[config.mk]
export PLATFORM = sky130hd
export DESIGN_NAME = csc_ctrl
export DESIGN_NICKNAME = d
export VERILOG_FILES = /design/src/csc_pkg.sv /design/src/csc_ctrl.sv
export SDC_FILE = /design/constraint.sdc
export NUM_CORES = 1
export LEC_CHECK = 0
export ABC_AREA = 1
export BUFFER_PORTS_ARGS = -buffer_cell sky130_fd_sc_hd__buf_2
export CAP_MARGIN = 20
export CORE_AREA = 2 2 209 108
export DETAILED_ROUTE_END_ITERATION = 10
export DIE_AREA = 0 0 211 110
export HOLD_SLACK_MARGIN = 0.06
export SYNTH_ARGS = -nofsm -noshare
export SYNTH_HDL_FRONTEND = slang
export SYNTH_SLANG_ARGS = --single-unit
export TNS_END_PERCENT = 5
[constraint.sdc]
create_clock -name clk -period 7.9 [get_ports clk]
set_input_delay 0.395 -clock clk [delete_from_list [all_inputs] [get_ports clk]]
set_output_delay 0.395 -clock clk [all_outputs]
set_load 0.05 [all_outputs]
[src/csc_pkg.sv]
// Constants, register map and carrier types for the clock, sleep and reset controller.
// Assumes an 8-bit register port and one 125 MHz system clock.
`default_nettype none
package csc_pkg;
	localparam int unsigned CLK_HZ = 125_000_000;
	// Register offsets.
	localparam logic [3:0] A_CLK_SEL = 4'h0;
	localparam logic [3:0] A_PRESC = 4'h1;
	localparam logic [3:0] A_PLL = 4'h2;
	localparam logic [3:0] A_OSC_EN = 4'h3;
	localparam logic [3:0] A_OSC_STAT = 4'h4;
	localparam logic [3:0] A_FAIL = 4'h5;
	localparam logic [3:0] A_CAL = 4'h6;
	localparam logic [3:0] A_SLEEP = 4'h7;
	localparam logic [3:0] A_PWR_RED = 4'h8;
	localparam logic [3:0] A_RST_STAT = 4'h9;
	localparam logic [3:0] A_PROTECT = 4'ha;
	localparam logic [3:0] A_SW_RST = 4'hb;
	localparam logic [3:0] A_RTC_SEL = 4'hc;
	// System clock source codes, also the bit index in the oscillator enable mask.
	localparam logic [2:0] SRC_RC2M = 3'h0;
	localparam logic [2:0] SRC_RC32M = 3'h1;
	localparam logic [2:0] SRC_RC32K = 3'h2;
	localparam logic [2:0] SRC_XOSC = 3'h3;
	localparam logic [2:0] SRC_PLL = 3'h4;
	localparam int unsigned NOSC = 5;
	// Multiplier input codes and limits.
	localparam logic [1:0] PLL_IN_RC2M = 2'h0;
	localparam logic [1:0] PLL_IN_RC32M = 2'h1;
	localparam logic [1:0] PLL_IN_XOSC = 2'h2;
	localparam logic [4:0] PLL_MIN = 5'h01;
	localparam logic [4:0] PLL_MAX = 5'h1f;
	// Prescaler code n divides by two to the n, up to 2048.
	localparam logic [3:0] PRESC_MAX = 4'hb;
	// Real-time counter clock codes.
	localparam logic [1:0] RTC_ULP = 2'h0;
	localparam logic [1:0] RTC_RC32K = 2'h1;
	localparam logic [1:0] RTC_XTAL32K = 2'h2;
	// Sleep mode codes.
	localparam logic [2:0] SM_IDLE = 3'h0;
	localparam logic [2:0] SM_PDOWN = 3'h2;
	localparam logic [2:0] SM_PSAVE = 3'h3;
	localparam logic [2:0] SM_STDBY = 3'h6;
	localparam logic [2:0] SM_ESTDBY = 3'h7;
	// Reset values and counts.
	localparam logic [4:0] OSC_EN_RST = 5'h01;
	localparam logic [3:0] PRESC_RST = 4'h0;
	localparam logic [4:0] PLL_RST = 5'h01;
	localparam logic [1:0] WAKE_HALT_LAST = 2'h3;
	localparam logic [7:0] PROT_KEY = 8'hd8;
	localparam logic [2:0] PROT_WIN = 3'h4;
	localparam logic [5:0] RSTAT_POR = 6'h01;
	// Clock enables of one sleep state.
	typedef struct packed {
		logic cpu;
		logic nvm;
		logic per;
		logic rtc;
		logic osc;
	} csc_gate_t;
	// Wake-up requests.
	typedef struct packed {
		logic port_async;
		logic twi_match;
		logic rtc_irq;
		logic irq_any;
	} csc_wake_t;
	// Reset causes, bit 0 is power-on.
	typedef struct packed {
		logic sw;
		logic program_debug_interface;
		logic bod;
		logic wdt;
		logic ext;
		logic por;
	} csc_rcause_t;
endpackage
`default_nettype wire

[src/csc_ctrl.sv]
// Clock source selection, sleep control and reset collection for the whole chip.
// Assumes the oscillators, CPU and peripherals outside; pins are asynchronous.
//
// Decided for this implementation: the plain strobed port and the address map.
`default_nettype none
module csc_ctrl #(
	parameter logic [16:0] BOOT_VEC = 17'h10000 // Boot section start address.
) (
	input wire logic clk, // System clock.
	input wire logic rst_b, // Power-on reset, active low.
	input wire logic ext_rst_pin_b, // External reset pin, active low.
	input wire logic wdt_rst, // Watchdog reset request.
	input wire logic bod_rst, // Brown-out reset request.
	input wire logic pdi_rst, // Debug interface reset request.
	input wire logic [3:0] addr, // Register address.
	input wire logic [7:0] wdata, // Write data.
	input wire logic we, // Write strobe.
	input wire logic re, // Read strobe.
	output logic [7:0] rdata, // Read data, cycle after re.
	input wire logic [4:0] osc_ready, // Oscillator ready levels.
	input wire logic xosc_ok, // Crystal running level.
	input wire csc_pkg::csc_wake_t wake_in, // Wake requests.
	input wire logic rtc_en, // Real-time counter enabled.
	input wire logic sleep_instr, // Halt-entry instruction pulse.
	input wire logic boot_fuse, // Boot vector relocation strap.
	output logic [2:0] sys_src_r, // Active system clock source.
	output logic [3:0] presc_code_r, // Prescaler exponent.
	output logic [4:0] pll_mult_r, // Multiplication factor.
	output logic [1:0] pll_in_r, // Multiplier input.
	output logic [1:0] xosc_kind_r, // Crystal/external clock kind.
	output logic [1:0] rtc_src_r, // Real-time counter clock.
	output logic [4:0] osc_run_r, // Oscillator run enables.
	output logic [2:0] cal_r, // 2M trim, 32M trim, reference.
	output logic nmi_r, // Crystal failure pulse.
	output csc_pkg::csc_gate_t gate_r, // Domain clock enables.
	output logic [7:0] per_clk_en_r, // Peripheral clock enables.
	output logic cpu_halt_r, // CPU halted.
	output logic resume_r, // Wake pulse to CPU.
	output logic io_hiz_r, // Pins high-impedance.
	output logic reset_out_b, // Chip reset, active low.
	output logic [16:0] reset_vec_r // Reset vector address.
);
	typedef enum logic [1:0] {ST_RUN, ST_SLEEP, ST_WAKE} csc_state_t;

	logic raw_rst_b;
	logic [1:0] rst_sync_r;
	logic sw_rst_r;
	logic [5:0] cause_s1_r, cause_s2_r;
	logic [5:0] rstat_r;
	logic [4:0] rdy_s1_r, rdy_s2_r;
	logic xok_s1_r, xok_s2_r, xok_d_r;
	logic [3:0] wk_s1_r, wk_s2_r;
	logic boot_s1_r, boot_s2_r;
	logic [2:0] sel_req_r;
	logic [4:0] osc_en_r;
	logic fail_en_r, fail_flag_r, fail_det;
	logic [3:0] slp_r;
	logic [7:0] pr_r;
	logic [2:0] prot_cnt_r;
	logic [2:0] mode_r;
	logic [1:0] wcnt_r;
	csc_state_t st_r, st_nxt;
	csc_pkg::csc_gate_t gate_nxt;
	logic wr_fail, sw_req;
	logic [2:0] gate_mode;

	// Legal sleep mode codes.
	function automatic logic mode_ok(input logic [2:0] m);
		mode_ok = (m == csc_pkg::SM_IDLE) || (m == csc_pkg::SM_PDOWN) ||
			(m == csc_pkg::SM_PSAVE) || (m == csc_pkg::SM_STDBY) || (m == csc_pkg::SM_ESTDBY);
	endfunction

	// Wake sources allowed in each mode.
	function automatic logic wake_ok(input logic [2:0] m, input logic [3:0] w, input logic rtc);
		csc_pkg::csc_wake_t x;
		x = w;
		wake_ok = x.port_async | x.twi_match;
		if (m == csc_pkg::SM_IDLE) begin
			wake_ok = wake_ok | x.irq_any | x.rtc_irq;
		end
		if ((m == csc_pkg::SM_PSAVE) || (m == csc_pkg::SM_ESTDBY)) begin
			wake_ok = wake_ok | (x.rtc_irq & rtc);
		end
	endfunction

	// Clock enables while asleep in a mode.
	function automatic csc_pkg::csc_gate_t sleep_gate(input logic asleep, input logic [2:0] m,
		input logic rtc);
		csc_pkg::csc_gate_t g;
		g = '1;
		if (asleep) begin
			g = '0;
			unique case (m)
				csc_pkg::SM_IDLE: g = '{cpu: 1'b0, nvm: 1'b0, default: 1'b1};
				csc_pkg::SM_PDOWN: g = '0;
				csc_pkg::SM_PSAVE: g.rtc = rtc;
				csc_pkg::SM_STDBY: g.osc = 1'b1;
				csc_pkg::SM_ESTDBY: begin
					g.osc = 1'b1;
					g.rtc = rtc;
				end
				default: g = '1;
			endcase
		end
		return g;
	endfunction

	// Any pin reset source pulls the chip into reset with no clock needed; software reset first needs an edge to set sw_rst_r.
	assign raw_rst_b = rst_b & ext_rst_pin_b & ~wdt_rst & ~bod_rst & ~pdi_rst & ~sw_rst_r;

	// Release is synchronised to the clock; entry stays asynchronous.
	always_ff @(posedge clk or negedge raw_rst_b) begin
		if (!raw_rst_b) begin
			rst_sync_r <= 2'h0;
		end else begin
			rst_sync_r <= {rst_sync_r[0], 1'b1};
		end
	end
	assign reset_out_b = rst_sync_r[1];

	// Pins float from the moment a source is active until one cycle after release.
	always_ff @(posedge clk or negedge raw_rst_b) begin
		if (!raw_rst_b) begin
			io_hiz_r <= 1'b1;
		end else begin
			io_hiz_r <= ~rst_sync_r[1];
		end
	end

	// Software reset request; lives on power-on reset so it can end the reset it starts.
	always_ff @(posedge clk or negedge rst_b) begin
		if (!rst_b) begin
			sw_rst_r <= 1'b0;
		end else if (sw_req) begin
			sw_rst_r <= 1'b1;
		end else if (!rst_sync_r[1]) begin
			sw_rst_r <= 1'b0;
		end
	end

	// Cause levels cross into the clock domain before recording.
	always_ff @(posedge clk or negedge rst_b) begin
		if (!rst_b) begin
			cause_s1_r <= 6'h0;
			cause_s2_r <= 6'h0;
		end else begin
			cause_s1_r <= {1'b0, pdi_rst, bod_rst, wdt_rst, ~ext_rst_pin_b, 1'b0};
			cause_s2_r <= cause_s1_r;
		end
	end

	// Reset status survives every reset but power-on; a new cause beats a clear.
	always_ff @(posedge clk or negedge rst_b) begin
		if (!rst_b) begin
			rstat_r <= csc_pkg::RSTAT_POR;
		end else begin
			rstat_r <= (rstat_r & ~((we && addr == csc_pkg::A_RST_STAT) ? wdata[5:0] : 6'h0))
				| cause_s2_r | {sw_rst_r, 5'h0};
		end
	end

	// Two-stage synchronisers for oscillator, wake and strap levels.
	always_ff @(posedge clk or negedge reset_out_b) begin
		if (!reset_out_b) begin
			rdy_s1_r <= 5'h0;
			rdy_s2_r <= 5'h0;
			xok_s1_r <= 1'b0;
			xok_s2_r <= 1'b0;
			xok_d_r <= 1'b0;
			wk_s1_r <= 4'h0;
			wk_s2_r <= 4'h0;
			boot_s1_r <= 1'b0;
			boot_s2_r <= 1'b0;
		end else begin
			rdy_s1_r <= osc_ready;
			rdy_s2_r <= rdy_s1_r;
			xok_s1_r <= xosc_ok;
			xok_s2_r <= xok_s1_r;
			xok_d_r <= xok_s2_r;
			wk_s1_r <= wake_in;
			wk_s2_r <= wk_s1_r;
			boot_s1_r <= boot_fuse;
			boot_s2_r <= boot_s1_r;
		end
	end

	// Vector taken after release from the strap.
	always_ff @(posedge clk or negedge reset_out_b) begin
		if (!reset_out_b) begin
			reset_vec_r <= 17'h0;
		end else begin
			reset_vec_r <= boot_s2_r ? BOOT_VEC : 17'h0;
		end
	end

	// Crystal loss while it feeds the system clock.
	assign fail_det = fail_en_r && xok_d_r && !xok_s2_r &&
		(sys_src_r == csc_pkg::SRC_XOSC ||
		(sys_src_r == csc_pkg::SRC_PLL && pll_in_r == csc_pkg::PLL_IN_XOSC));
	assign wr_fail = we && addr == csc_pkg::A_FAIL;
	assign sw_req = we && addr == csc_pkg::A_SW_RST && wdata[0] && prot_cnt_r != 3'h0;

	// Source request and glitch-safe switch once the target is ready.
	always_ff @(posedge clk or negedge reset_out_b) begin
		if (!reset_out_b) begin
			sel_req_r <= csc_pkg::SRC_RC2M;
			sys_src_r <= csc_pkg::SRC_RC2M;
			xosc_kind_r <= 2'h0;
		end else if (fail_det) begin
			sel_req_r <= csc_pkg::SRC_RC2M;
			sys_src_r <= csc_pkg::SRC_RC2M;
		end else begin
			if (we && addr == csc_pkg::A_CLK_SEL) begin
				xosc_kind_r <= wdata[5:4];
				if (wdata[2:0] <= csc_pkg::SRC_PLL) begin
					sel_req_r <= wdata[2:0];
				end
			end
			if (rdy_s2_r[sel_req_r] && osc_en_r[sel_req_r]) begin
				sys_src_r <= sel_req_r;
			end
		end
	end

	// Prescaler, multiplier, real-time counter clock and calibrator settings.
	always_ff @(posedge clk or negedge reset_out_b) begin
		if (!reset_out_b) begin
			presc_code_r <= csc_pkg::PRESC_RST;
			pll_mult_r <= csc_pkg::PLL_RST;
			pll_in_r <= csc_pkg::PLL_IN_RC2M;
			rtc_src_r <= csc_pkg::RTC_ULP;
			cal_r <= 3'h0;
		end else if (we) begin
			if (addr == csc_pkg::A_PRESC && wdata[3:0] <= csc_pkg::PRESC_MAX) begin
				presc_code_r <= wdata[3:0];
			end
			if (addr == csc_pkg::A_PLL && wdata[4:0] >= csc_pkg::PLL_MIN
				&& wdata[6:5] <= csc_pkg::PLL_IN_XOSC) begin
				pll_mult_r <= wdata[4:0];
				pll_in_r <= wdata[6:5];
			end
			if (addr == csc_pkg::A_RTC_SEL && wdata[1:0] <= csc_pkg::RTC_XTAL32K) begin
				rtc_src_r <= wdata[1:0];
			end
			if (addr == csc_pkg::A_CAL) begin
				cal_r <= wdata[2:0];
			end
		end
	end

	// Oscillator enables; the running source cannot be switched off.
	always_ff @(posedge clk or negedge reset_out_b) begin
		if (!reset_out_b) begin
			osc_en_r <= csc_pkg::OSC_EN_RST;
		end else if (fail_det) begin
			osc_en_r <= osc_en_r | csc_pkg::OSC_EN_RST;
		end else if (we && addr == csc_pkg::A_OSC_EN) begin
			osc_en_r <= wdata[4:0] | (5'h01 << sys_src_r);
		end
	end

	// Failure monitor; detection beats a software clear.
	always_ff @(posedge clk or negedge reset_out_b) begin
		if (!reset_out_b) begin
			fail_en_r <= 1'b0;
			fail_flag_r <= 1'b0;
			nmi_r <= 1'b0;
		end else begin
			nmi_r <= fail_det;
			fail_flag_r <= fail_det | (fail_flag_r & ~(wr_fail & wdata[7]));
			if (wr_fail) begin
				fail_en_r <= wdata[0];
			end
		end
	end

	// Sleep setup, peripheral gating and the software reset unlock window.
	always_ff @(posedge clk or negedge reset_out_b) begin
		if (!reset_out_b) begin
			slp_r <= 4'h0;
			pr_r <= 8'h0;
			prot_cnt_r <= 3'h0;
		end else begin
			if (we && addr == csc_pkg::A_SLEEP) begin
				slp_r <= wdata[3:0];
			end
			if (we && addr == csc_pkg::A_PWR_RED) begin
				pr_r <= wdata;
			end
			if (we && addr == csc_pkg::A_PROTECT && wdata == csc_pkg::PROT_KEY) begin
				prot_cnt_r <= csc_pkg::PROT_WIN;
			end else if (prot_cnt_r != 3'h0) begin
				prot_cnt_r <= prot_cnt_r - 3'h1;
			end
		end
	end

	// Sleep sequence: enter on the instruction, leave on a wake source, hold four cycles.
	always_comb begin
		st_nxt = st_r;
		unique case (st_r)
			ST_RUN: if (sleep_instr && slp_r[0] && mode_ok(slp_r[3:1])) st_nxt = ST_SLEEP;
			ST_SLEEP: if (wake_ok(mode_r, wk_s2_r, rtc_en)) st_nxt = ST_WAKE;
			ST_WAKE: if (wcnt_r == csc_pkg::WAKE_HALT_LAST) st_nxt = ST_RUN;
		endcase
	end
	// On the entry edge the mode register still holds the last mode, so gating reads the setup.
	assign gate_mode = (st_r == ST_RUN) ? slp_r[3:1] : mode_r;
	assign gate_nxt = sleep_gate(st_nxt == ST_SLEEP, gate_mode, rtc_en);

	always_ff @(posedge clk or negedge reset_out_b) begin
		if (!reset_out_b) begin
			st_r <= ST_RUN;
			mode_r <= csc_pkg::SM_IDLE;
			wcnt_r <= 2'h0;
		end else begin
			st_r <= st_nxt;
			if (st_r == ST_RUN && st_nxt == ST_SLEEP) begin
				mode_r <= slp_r[3:1];
			end
			wcnt_r <= (st_r == ST_WAKE) ? wcnt_r + 2'h1 : 2'h0;
		end
	end

	// Clock enables and CPU handshake, all registered.
	always_ff @(posedge clk or negedge reset_out_b) begin
		if (!reset_out_b) begin
			gate_r <= '1;
			osc_run_r <= csc_pkg::OSC_EN_RST;
			cpu_halt_r <= 1'b0;
			resume_r <= 1'b0;
		end else begin
			gate_r <= gate_nxt;
			osc_run_r <= gate_nxt.osc ? (osc_en_r |
				{1'b0, cal_r[2] & |cal_r[1:0], ~cal_r[2] & |cal_r[1:0], 2'h0}) : 5'h0;
			cpu_halt_r <= st_nxt != ST_RUN;
			resume_r <= st_r == ST_WAKE && st_nxt == ST_RUN;
		end
	end

	// Per-peripheral clock gates: the domain gate masked by each power reduction bit.
	genvar gi;
	generate
		for (gi = 0; gi < 8; gi++) begin : g_per
			always_ff @(posedge clk or negedge reset_out_b) begin
				if (!reset_out_b) begin
					per_clk_en_r[gi] <= 1'b1;
				end else begin
					per_clk_en_r[gi] <= gate_nxt.per & ~pr_r[gi];
				end
			end
		end
	endgenerate

	// Registered read port; unmapped offsets read zero.
	always_ff @(posedge clk or negedge reset_out_b) begin
		if (!reset_out_b) begin
			rdata <= 8'h0;
		end else if (re) begin
			unique case (addr)
				csc_pkg::A_CLK_SEL: rdata <= {2'h0, xosc_kind_r, 1'b0, sys_src_r};
				csc_pkg::A_PRESC: rdata <= {4'h0, presc_code_r};
				csc_pkg::A_PLL: rdata <= {1'b0, pll_in_r, pll_mult_r};
				csc_pkg::A_OSC_EN: rdata <= {3'h0, osc_en_r};
				csc_pkg::A_OSC_STAT: rdata <= {3'h0, rdy_s2_r};
				csc_pkg::A_FAIL: rdata <= {fail_flag_r, 6'h0, fail_en_r};
				csc_pkg::A_CAL: rdata <= {5'h0, cal_r};
				csc_pkg::A_SLEEP: rdata <= {4'h0, slp_r};
				csc_pkg::A_PWR_RED: rdata <= pr_r;
				csc_pkg::A_RST_STAT: rdata <= {2'h0, rstat_r};
				csc_pkg::A_RTC_SEL: rdata <= {6'h0, rtc_src_r};
				default: rdata <= 8'h0;
			endcase
		end
	end

	rst_src_a: assert property (@(posedge clk) disable iff (!rst_b)
		!reset_out_b |-> sys_src_r == csc_pkg::SRC_RC2M) else $error("source not 2M in reset");
	pll_range_a: assert property (@(posedge clk) disable iff (!reset_out_b)
		pll_mult_r >= csc_pkg::PLL_MIN) else $error("multiplier out of range");
	presc_range_a: assert property (@(posedge clk) disable iff (!reset_out_b)
		presc_code_r <= csc_pkg::PRESC_MAX) else $error("prescaler out of range");
	fail_nmi_a: assert property (@(posedge clk) disable iff (!reset_out_b)
		fail_det |=> nmi_r && sys_src_r == csc_pkg::SRC_RC2M) else $error("no fallback on fail");
	no_ulp_a: assert property (@(posedge clk) disable iff (!reset_out_b)
		sys_src_r <= csc_pkg::SRC_PLL) else $error("illegal system source");
	wake_halt_a: assert property (@(posedge clk) disable iff (!reset_out_b)
		(st_r == ST_SLEEP && st_nxt == ST_WAKE) |=> cpu_halt_r [*4] ##1 (!cpu_halt_r && resume_r))
		else $error("wake halt not four cycles");
	idle_gate_a: assert property (@(posedge clk) disable iff (!reset_out_b)
		(st_r == ST_SLEEP && mode_r == csc_pkg::SM_IDLE) |-> !gate_r.cpu && gate_r.osc)
		else $error("idle gating wrong");
	pdown_gate_a: assert property (@(posedge clk) disable iff (!reset_out_b)
		(st_r == ST_SLEEP && mode_r == csc_pkg::SM_PDOWN) |-> osc_run_r == 5'h0 && !gate_r.rtc)
		else $error("power-down left a clock on");
	hiz_rst_a: assert property (@(posedge clk) disable iff (!rst_b)
		!reset_out_b |-> io_hiz_r) else $error("pins driven in reset");
	rstat_sw_a: assert property (@(posedge clk) disable iff (!rst_b)
		sw_rst_r |=> rstat_r[5]) else $error("software reset not recorded");
endmodule // csc_ctrl
`default_nettype wire

# After elaboration in Yosys (flattened, before gate mapping)
# Index checks and enable logic that the tools add are counted.
dict set report classes {
  magnitude_cmp 6
  shift 1
  bitwise 46
  add_sub_neg 2
  muxes 33
  n_reduce_logical 56
  n_eq_ne 31
}
# op n
set ops {}
lappend ops {{$pmux 8 s11} 1}
lappend ops {{$logic_and 1x1->1} 24}
lappend ops {{$mux 3} 8}
lappend ops {{$eq 4x4->1 const B} 5}
lappend ops {{$and 1x1->1} 18}
lappend ops {{$eq 3x2->1 const B} 6}
lappend ops {{$eq 3x3->1 const B} 6}
lappend ops {{$mux 17} 1}
lappend ops {{$not 1->1} 17}
lappend ops {{$eq 4x3->1 const B} 4}
lappend ops {{$reduce_and 2->1} 7}
lappend ops {{$reduce_bool 2->1} 6}
lappend ops {{$mux 1} 11}
lappend ops {{$mux 5} 2}
lappend ops {{$logic_not 3->1} 3}
lappend ops {{$eq 4x2->1 const B} 2}
lappend ops {{$eq 8x8->1 const B} 1}
lappend ops {{$mux 2} 4}
lappend ops {{$reduce_or 2->1} 4}
lappend ops {{$and 6x6->6} 1}
lappend ops {{$bmux 1 s3} 2}
lappend ops {{$eq 2x2->1 const B} 3}
lappend ops {{$logic_or 1x1->1} 6}
lappend ops {{$mux 6} 1}
lappend ops {{25 further kinds} 32}
dict set report word_totals {
  output_inout_bits 69
  reg_bits 140
}

# Logic depth before layout (Yosys ltp)
# Gate-level depths: netlist of run 1.
dict set report depth {
  word_depth 13
  depth_mapped 11
}

# Worst setup path before layout of run 1
# OpenSTA, ideal clock, no wires.
dict set report synth_path {
  kind {flip-flop to flip-flop}
  from {register rst_sync_r[1]}
  to {register sw_rst_r}
  stages_incl_launch_ff 3
  required_time_ns 7.811
  synth_period_minus_slack_ns 3.364
  t_arrival_ns 3.274
  slack_ns 4.536
  path_cell_list {dfrtp_1 > inv_1 > o21ai_0}
}
dict set report synth_via {
  elab_chain_cells 1
}
# element line
set synth_rtl {}
lappend synth_rtl {{start: declaration} csc_ctrl.sv:46} ;# logic [1:0] rst_sync_r;
lappend synth_rtl {{start signal: assignment} csc_ctrl.sv:116} ;# rst_sync_r <= {rst_sync_r[0], 1'b1};
lappend synth_rtl {{$ne 2x1->1 (no source line)} --}
lappend synth_rtl {{end signal: assignment} csc_ctrl.sv:133} ;# sw_rst_r <= 1'b0;
lappend synth_rtl {{end signal: assignment} csc_ctrl.sv:135} ;# sw_rst_r <= 1'b1;
lappend synth_rtl {{end signal: assignment} csc_ctrl.sv:137} ;# sw_rst_r <= 1'b0;
lappend synth_rtl {{end: declaration} csc_ctrl.sv:47} ;# logic sw_rst_r;
# Every way passes these cells.
# A chain may end at the register's enable or synchronous reset.

# Worst setup path after layout of run 1
dict set report layout_path {
  from {register rst_sync_r[1]}
  to {output reset_out_b}
}
# element line
set layout_rtl {}
lappend layout_rtl {{end: declaration} csc_ctrl.sv:40} ;# output logic reset_out_b,
# No word-level cell between the ends.

==> impl_metrics.prom, run 1 <==
# TYPE chip_impl_metric gauge
chip_impl_metric{name="yosys_warnings",unit=""} 0
chip_impl_metric{name="seq_total_area_yosys",unit="%"} 59.0
chip_impl_metric{name="reg2reg_setup_slack",unit="ns"} 5.97
chip_impl_info{name="critical_path.slowest_cell",value="sky130_fd_sc_hd__dfrtp_4"} 1
chip_impl_metric{name="worst-path-max-fanout",unit=""} 58
chip_impl_metric{name="die_h",unit="um"} 110
chip_impl_info{name="crit_path_start",value="rst_sync_r[1]$_DFF_PN0_"} 1
chip_impl_metric{name="initial_core_util",unit="%"} 24.6
chip_impl_metric{name="cellLeakagePower",unit="nW"} 3.26
chip_impl_metric{name="yosys_register_bits",unit=""} 123
chip_impl_metric{name="tritoncts_num_sinks",unit=""} 123
chip_impl_metric{name="clk-insertion-delay-late",unit="ns"} 0.42
chip_impl_info{name="yosys.cell_count.top_type",value="sky130_fd_sc_hd__nand2_1"} 1
chip_impl_metric{name="cp.arrival",unit="ns"} 1.80
chip_impl_metric{name="dieArea",unit="um2"} 23200
chip_impl_info{name="timing.rr.start",value="st_r[0]$_DFF_PN0_"} 1
chip_impl_metric{name="syn-cell-area",unit="um2"} 5260
chip_impl_metric{name="htreeDepth",unit=""} 4
chip_impl_metric{name="timing_hold_violations_final",unit=""} 0
chip_impl_info{name="cpLargestDelayFamily",value="flip-flops"} 1
chip_impl_metric{name="die_width",unit="um"} 211
chip_impl_metric{name="cts_setup_buffers",unit=""} 0
chip_impl_metric{name="finalWeightedCongestion",unit=""} 0.914
chip_impl_metric{name="layout.core_utilization",unit="%"} 30.3
chip_impl_metric{name="skew",unit="ns"} 0.0117
chip_impl_metric{name="flow.area_growth_from_synthesis",unit="%"} 23.1
chip_impl_metric{name="max_slew_margin",unit="%"} 47.9
chip_impl_metric{name="finish.net_count",unit=""} 713
chip_impl_metric{name="post_placement_cell_area",unit="um2"} 5930
chip_impl_metric{name="critical-path-max-stage-delay",unit="ns"} 0.91
chip_impl_metric{name="dr.pass1.iters",unit=""} 6
chip_impl_metric{name="worst_slew_pin_slew",unit="ns"} 0.782
chip_impl_metric{name="count_of_unique_library_cells_instantiated_by_yosys",unit=""} 41
chip_impl_metric{name="layout-drive-gt1-share",unit="%"} 21.0
chip_impl_metric{name="portBuffers",unit=""} 85
chip_impl_info{name="routed.top_layer",value="met4"} 1
chip_impl_metric{name="power.ir.vdd_worst",unit="uV"} 187
chip_impl_info{name="synth.top_cells.by_count",value="151 x sky130_fd_sc_hd__nand2_1, 106 x sky130_fd_sc_hd__dfrtp_1, 75 x sky130_fd_sc_hd__inv_1"} 1
chip_impl_metric{name="core.rowCount",unit=""} 38
chip_impl_metric{name="ctsHoldBuffers",unit=""} 3
chip_impl_metric{name="achievable-frequency",unit="GHz"} 0.457
chip_impl_metric{name="yosys.area.top_type_share",unit="%"} 50.5
chip_impl_metric{name="setup_viol_count_final",unit=""} 0
chip_impl_info{name="criticalPathCategory",value="reg -> out"} 1
chip_impl_metric{name="routedLengthMet1",unit="um"} 7830
chip_impl_metric{name="routed-wl-met2",unit="um"} 5830
chip_impl_metric{name="total_global_routing_overflow",unit=""} 0
chip_impl_info{name="cts_tree",value="built"} 1
chip_impl_metric{name="final_min_period_over_clock_period",unit="%"} 27.7
chip_impl_metric{name="post_layout_nonfiller_instances",unit=""} 967
chip_impl_metric{name="async_reset_ff_share",unit="%"} 100
chip_impl_metric{name="final_design_area_no_fill",unit="um2"} 6470
chip_impl_metric{name="finalMaxSlewViolations",unit=""} 0
chip_impl_metric{name="clk_pin_slew_worst_paths",unit="ns"} 0.06
chip_impl_metric{name="grt_antenna_before_repair",unit=""} 0
chip_impl_info{name="rsz_0062_raised_after_global_routing",value="no"} 1
chip_impl_info{name="synth_top_cell_by_area",value="sky130_fd_sc_hd__dfrtp_1"} 1
chip_impl_info{name="clock_tree.root_cell",value="sky130_fd_sc_hd__clkbuf_16"} 1
chip_impl_info{name="critPathCaptureType",value="primary output"} 1
chip_impl_metric{name="globalRouteTotalUtil",unit="%"} 13.8
chip_impl_metric{name="synth_edf_count",unit=""} 0
chip_impl_metric{name="coreArea",unit="um2"} 21300
chip_impl_info{name="crit_chain",value="buf_2"} 1
chip_impl_metric{name="setup-tns-final",unit="ns"} 0
chip_impl_metric{name="ctsResizeCount",unit=""} 0
chip_impl_metric{name="tritoncts.num_buffers",unit=""} 17
chip_impl_metric{name="dp.final_hpwl",unit="um"} 11400
chip_impl_info{name="outcome",value="finished clean"} 1
chip_impl_metric{name="number_of_diodes_added_for_antenna_fixing",unit=""} 0
chip_impl_metric{name="finalWirelength",unit="um"} 15100
chip_impl_metric{name="drt_iter0_drc",unit=""} 455
chip_impl_metric{name="grt_first_pass_wirelength",unit="um"} 23500
chip_impl_metric{name="dr_total_vias",unit=""} 4255
chip_impl_metric{name="placed_cells_incl_taps",unit=""} 932
chip_impl_metric{name="power_per_cell_area",unit="nW/um2"} 349
chip_impl_metric{name="grt_max_degree",unit=""} 59
chip_impl_metric{name="detail_route.drc_violations",unit=""} 0
chip_impl_metric{name="worstPathRequired",unit="ns"} 7.51
chip_impl_metric{name="period_needed",unit="ns"} 2.19
chip_impl_metric{name="number_of_global_route_vias_before_repair",unit=""} 4057
chip_impl_metric{name="ant_nets",unit=""} 0
chip_impl_metric{name="detailroute.wirelength.met3",unit="um"} 1280
chip_impl_info{name="start_point_of_the_worst_min_delay_path",value="wake_in[2]"} 1
chip_impl_metric{name="wirelength_per_cell",unit="um"} 15.6
chip_impl_metric{name="buffer_levels_on_the_longest_clock_path",unit=""} 2
chip_impl_metric{name="vias_per_cell",unit=""} 4.40
chip_impl_metric{name="postSynthAreaPerCell",unit="um2"} 9.13
chip_impl_info{name="worstSetupStartpointType",value="register"} 1
chip_impl_metric{name="fin_hold_ws",unit="ns"} 0.0883
chip_impl_metric{name="top_ports",unit=""} 102
chip_impl_metric{name="postSynthCellCount",unit=""} 576
chip_impl_info{name="ys_top_cells_by_area",value="sky130_fd_sc_hd__dfrtp_1 50%, sky130_fd_sc_hd__nand2_1 11%, sky130_fd_sc_hd__dfstp_2 8.5%"} 1
chip_impl_metric{name="timing.max_cap.violations",unit=""} 0
chip_impl_metric{name="fillerInstances",unit=""} 2268
chip_impl_info{name="synth_ff_type",value="sky130_fd_sc_hd__dfrtp_1"} 1
chip_impl_metric{name="worst-path-buf-inv",unit=""} 1
chip_impl_info{name="hp-class",value="in -> reg"} 1
==> cells in the final DEF, fill, tap and decap left out, types with 4 or more instances in the layout <==
cell	count
sky130_fd_sc_hd__conb_1	17
sky130_fd_sc_hd__dfrtp_1	105
sky130_fd_sc_hd__a21oi_1	18
sky130_fd_sc_hd__ha_1	6
sky130_fd_sc_hd__nand4_1	11
sky130_fd_sc_hd__inv_1	75
sky130_fd_sc_hd__nor3_1	4
sky130_fd_sc_hd__clkinv_2	4
sky130_fd_sc_hd__o21ai_0	30
sky130_fd_sc_hd__nand2_1	151
sky130_fd_sc_hd__nand3_1	29
sky130_fd_sc_hd__clkbuf_1	9
sky130_fd_sc_hd__clkbuf_16	17
sky130_fd_sc_hd__nand3b_1	4
sky130_fd_sc_hd__nor2_1	42
sky130_fd_sc_hd__o21ai_1	24
sky130_fd_sc_hd__buf_2	85
sky130_fd_sc_hd__dfstp_2	17
==> registers in the layout, summed over array words and instances (netlist names), 4 cells and up <==
register and cells:
rdy_s2_r 5, gate_r 4, pll_mult_r 5, presc_code_r 4
slp_r 4, rdata 8, rdy_s1_r 5, pr_r 8
wk_s1_r 4, rstat_r 6, osc_en_r 5, cause_s2_r 4
cause_s1_r 4, osc_run_r 5, wk_s2_r 4, per_clk_en_r 8
==> final timing paths <==
kind / cells after the start / endpoint
hold reg to reg: 0 / cause_s2_r[4]$_DFF_PN0_
setup / recovery: 1 / reset_out_b
hold / removal: 1 / wk_s1_r[2]$_DFF_PN0_
setup reg to reg: 10 / osc_run_r[4]$_DFF_PN0_
max in group asynchronous: 1 / pr_r[1]$_DFFE_PN0P_
min in group asynchronous: 3 / rst_sync_r[1]$_DFF_PN0_
==> through the flow <==
stage | power (mW) | setup WS [ns]
6_report | 2.26 | 5.71
5_1_grt | 2.39 | 5.57
4_1_cts | 2.28 | 5.66
3_5_place_dp | 1.58 | 5.78
3_3_place_gp | 1.58 | 5.88
2_1_floorplan | 1.40 | 4.29
==> metal layers <==
layer  vias to the layer above  track usage, %
met4                         0            4.33
met5                         -               0
met3                        13            4.42
met2                       188            18.2
li1                       2001               -
met1                      2053            21.0
==> cell type report <==
type	instances	area, um2	share of cell area, %
flip-flops and latches	123	3100	48.0
multi-input cells	363	1750	27.0
clock buffers	28	487	7.52
repair buffers	89	463	7.15
well taps	280	350	5.41
inverters	80	303	4.68
clock inverters	4	20.0	0.309
==> power breakdown <==
group	switching [mW]	internal [mW]
Sequential	0.101	0.777
Clock	0.265	0.415
Combinational	0.527	0.171
Total	0.893	1.36
==> kinds of logic (layout without fill, tap and decap cells) <==
kind of cell / Yosys count / after routing / synth area share (%)
simple gates: 255 / 255 / 21.3
flops: 123 / 123 / 59.0
buf+inv: 105 / 201 / 8.90
compound gates: 84 / 84 / 9.07
fa+ha+maj: 6 / 6 / 1.43
other cells: 2 / 17 / 0.143
xor+xnor: 1 / 1 / 0.167
No activity file was read; power rests on OpenSTA's default activity.
==> inputs of run 2 (changes only) <==
==> constraint.sdc (replaced) <==
create_clock -name clk -period 1.8 [get_ports clk]
set_input_delay 0.09 -clock clk [delete_from_list [all_inputs] [get_ports clk]]
set_output_delay 0.09 -clock clk [all_outputs]
set_load 0.05 [all_outputs]
==> run 2 against run 1 <==
Sequential share of layout area fell by 3.6 points. Critical path type is now reg -> reg. Highest routed layer unchanged. Clock skew fell by 0.00092 ns. Total power rose to 4.8 times the previous value.
==> impl_metrics.prom, run 2 (synthesized netlist as in run 1, its figures left out) <==
# TYPE chip_impl_metric gauge
chip_impl_metric{name="htreeDepth",unit=""} 4
chip_impl_metric{name="globalRouteTotalUtil",unit="%"} 14.3
chip_impl_metric{name="coreArea",unit="um2"} 21300
chip_impl_metric{name="die_width",unit="um"} 211
chip_impl_metric{name="finalMaxSlewViolations",unit=""} 0
chip_impl_metric{name="postLayoutSetupSlackWorst",unit="ns"} 0.0551
chip_impl_info{name="clock_tree.root_cell",value="sky130_fd_sc_hd__clkbuf_16"} 1
chip_impl_metric{name="layout-drive-gt1-share",unit="%"} 24.4
chip_impl_info{name="critPathCaptureType",value="register"} 1
chip_impl_metric{name="cp.arrival",unit="ns"} 2.06
chip_impl_metric{name="grt_antenna_before_repair",unit=""} 0
chip_impl_info{name="cts_tree",value="built"} 1
chip_impl_metric{name="placed_cells_incl_taps",unit=""} 939
chip_impl_metric{name="portBuffers",unit=""} 85
chip_impl_info{name="most-common-layout-cells",value="147 x sky130_fd_sc_hd__nand2_1, 105 x sky130_fd_sc_hd__dfrtp_1, 85 x sky130_fd_sc_hd__buf_2"} 1
chip_impl_metric{name="buffer_levels_on_the_longest_clock_path",unit=""} 2
chip_impl_info{name="registers_with_the_most_flip_flops",value="per_clk_en_r x8, pr_r x8, rdata x8"} 1
chip_impl_metric{name="dp.final_hpwl",unit="um"} 11900
chip_impl_metric{name="detail_route.drc_violations",unit=""} 0
chip_impl_info{name="cpLargestDelayFamily",value="flip-flops"} 1
chip_impl_metric{name="period_needed",unit="ns"} 1.74
chip_impl_metric{name="core.rowCount",unit=""} 38
chip_impl_metric{name="dp_slack",unit="ns"} -0.110
chip_impl_metric{name="top_ports",unit=""} 102
chip_impl_metric{name="critical-path-max-stage-delay",unit="ns"} 0.40
chip_impl_metric{name="power_per_cell_area",unit="nW/um2"} 1560
chip_impl_metric{name="clk-insertion-delay-late",unit="ns"} 0.42
chip_impl_metric{name="worst-path-max-fanout",unit=""} 6
chip_impl_metric{name="worst_slew_pin_slew",unit="ns"} 0.632
chip_impl_metric{name="flow.area_growth_from_synthesis",unit="%"} 33.1
chip_impl_metric{name="layout.core_utilization",unit="%"} 32.8
chip_impl_info{name="mostFrequentLayoutCell",value="sky130_fd_sc_hd__nand2_1"} 1
chip_impl_metric{name="post_layout_nonfiller_instances",unit=""} 1001
chip_impl_metric{name="drt_iter0_drc",unit=""} 375
chip_impl_metric{name="ant_nets",unit=""} 0
chip_impl_metric{name="dr.pass1.iters",unit=""} 5
chip_impl_metric{name="finalWeightedCongestion",unit=""} 0.909
chip_impl_info{name="criticalPathCategory",value="reg -> reg"} 1
chip_impl_metric{name="finalWirelength",unit="um"} 15700
chip_impl_metric{name="total_global_routing_overflow",unit=""} 0
chip_impl_metric{name="setup_viol_count_final",unit=""} 0
chip_impl_metric{name="final_min_period_over_clock_period",unit="%"} 96.9
chip_impl_info{name="crit_chain",value="inv_2, ha_4, inv_4, nand3_2, a21oi_2, nor2_2, a21oi_4, buf_12, nand3_4, nand2_2, inv_1"} 1
chip_impl_metric{name="die_h",unit="um"} 110
chip_impl_metric{name="number_of_global_route_vias_before_repair",unit=""} 4145
chip_impl_metric{name="wirelength_per_cell",unit="um"} 15.7
chip_impl_metric{name="setup-tns-final",unit="ns"} 0
chip_impl_metric{name="timing_hold_violations_final",unit=""} 0
chip_impl_metric{name="grt_max_degree",unit=""} 62
chip_impl_info{name="critical_path.slowest_cell",value="sky130_fd_sc_hd__dfrtp_1"} 1
chip_impl_metric{name="worstPathRequired",unit="ns"} 2.11
chip_impl_metric{name="clk_pin_slew_worst_paths",unit="ns"} 0.06
chip_impl_info{name="outcome",value="finished clean"} 1
chip_impl_metric{name="initial_core_util",unit="%"} 24.6
chip_impl_metric{name="finish.net_count",unit=""} 747
chip_impl_metric{name="cellLeakagePower",unit="nW"} 3.50
chip_impl_info{name="hp-class",value="in -> async"} 1
chip_impl_metric{name="tritoncts_num_sinks",unit=""} 123
chip_impl_metric{name="dr_total_vias",unit=""} 4339
chip_impl_metric{name="skew",unit="ns"} 0.0108
chip_impl_info{name="worstSetupStartpointType",value="register"} 1
chip_impl_metric{name="tritoncts.num_buffers",unit=""} 17
chip_impl_metric{name="dieArea",unit="um2"} 23200
chip_impl_metric{name="achievable-frequency",unit="GHz"} 0.573
chip_impl_info{name="rsz_0062_raised_after_global_routing",value="yes"} 1
chip_impl_metric{name="max_slew_margin",unit="%"} 57.9
chip_impl_metric{name="worst-path-buf-inv",unit=""} 4
chip_impl_metric{name="grt_first_pass_wirelength",unit="um"} 24300
chip_impl_metric{name="fin_hold_ws",unit="ns"} 0.123
chip_impl_metric{name="timing.max_cap.violations",unit=""} 0
chip_impl_metric{name="vias_per_cell",unit=""} 4.33
chip_impl_metric{name="power.ir.vdd_worst",unit="uV"} 732
[run 2: changes by cell type in the layout (fill, tap and decap cells not counted), moves of 4 or more]
cell                            before  now
sky130_fd_sc_hd__nand2_1           151  147
sky130_fd_sc_hd__buf_4               1    8
sky130_fd_sc_hd__nand2_2             2    6
sky130_fd_sc_hd__bufinv_16           0    4
sky130_fd_sc_hd__clkbuf_1            9    2
sky130_fd_sc_hd__dlygate4sd3_1       3   24
[run 2: final timing paths]
check	startpoint	end	slack, ns	cells after the start
setup / recovery	st_r[1]$_DFF_PN0_	osc_run_r[4]$_DFF_PN0_	0.06	11
hold / removal	rst_b	rstat_r[4]$_DFF_PN0_	0.12	2
setup reg to reg	st_r[1]$_DFF_PN0_	osc_run_r[4]$_DFF_PN0_	0.06	11
hold reg to reg	rst_sync_r[1]$_DFF_PN0_	rdy_s1_r[4]$_DFF_PN0_	0.19	0
max in group asynchronous	rst_b	rst_sync_r[1]$_DFF_PN0_	0.71	4
min in group clk	addr[1]	prot_cnt_r[2]$_DFFE_PN0P_	0.12	3
[run 2: what timing repair did]
| item | 4_1_cts | 5_1_grt |
|---|---|---|
| pin swaps | 0 | 5 |
| cloned | 0 | 2 |
| resized for setup | 1 | 18 |
| endpoints found under the hold margin | 48 | 0 |
| setup buffers | 2 | 2 |
| setup endpoints to repair | 21 | 22 |
| hold buffers | 24 | 0 |
[run 2: final cells by class]
class | instances | area [um2]
inverter | 80 | 305
clock buffer | 23 | 488
tap | 280 | 350
multi-input combinational | 365 | 1810
clock inverter | 8 | 140
timing repair buffer | 121 | 797
antenna | 1 | 2.50
sequential | 123 | 3100
fill | 2220 | 14400
[run 2: per-stage QoR]
stage / cell area (um2) / power, mW
floorplan: 5320 / 6.15
global placement: 6010 / 6.91
detailed placement: 6010 / 6.97
CTS: 6910 / 10.8
global route: 6990 / 11.5
finish: 6990 / 10.9
[run 2: power breakdown]
group          switching [mW]  internal (mW)
Clock                    1.19           2.44
Sequential              0.408           3.41
Combinational            2.46          0.961
Total                    4.06           6.82
[run 2: metal layers]
| layer | up-vias | routed length (um) | global-route usage, % |
|---|---|---|---|
| li1 | 2069 | - | - |
| met1 | 2082 | 8060 | 22.2 |
| met2 | 173 | 6200 | 18.8 |
| met3 | 15 | 1290 | 3.91 |
| met4 | 0 | 158 | 4.63 |
| met5 | - | 0 | 0 |
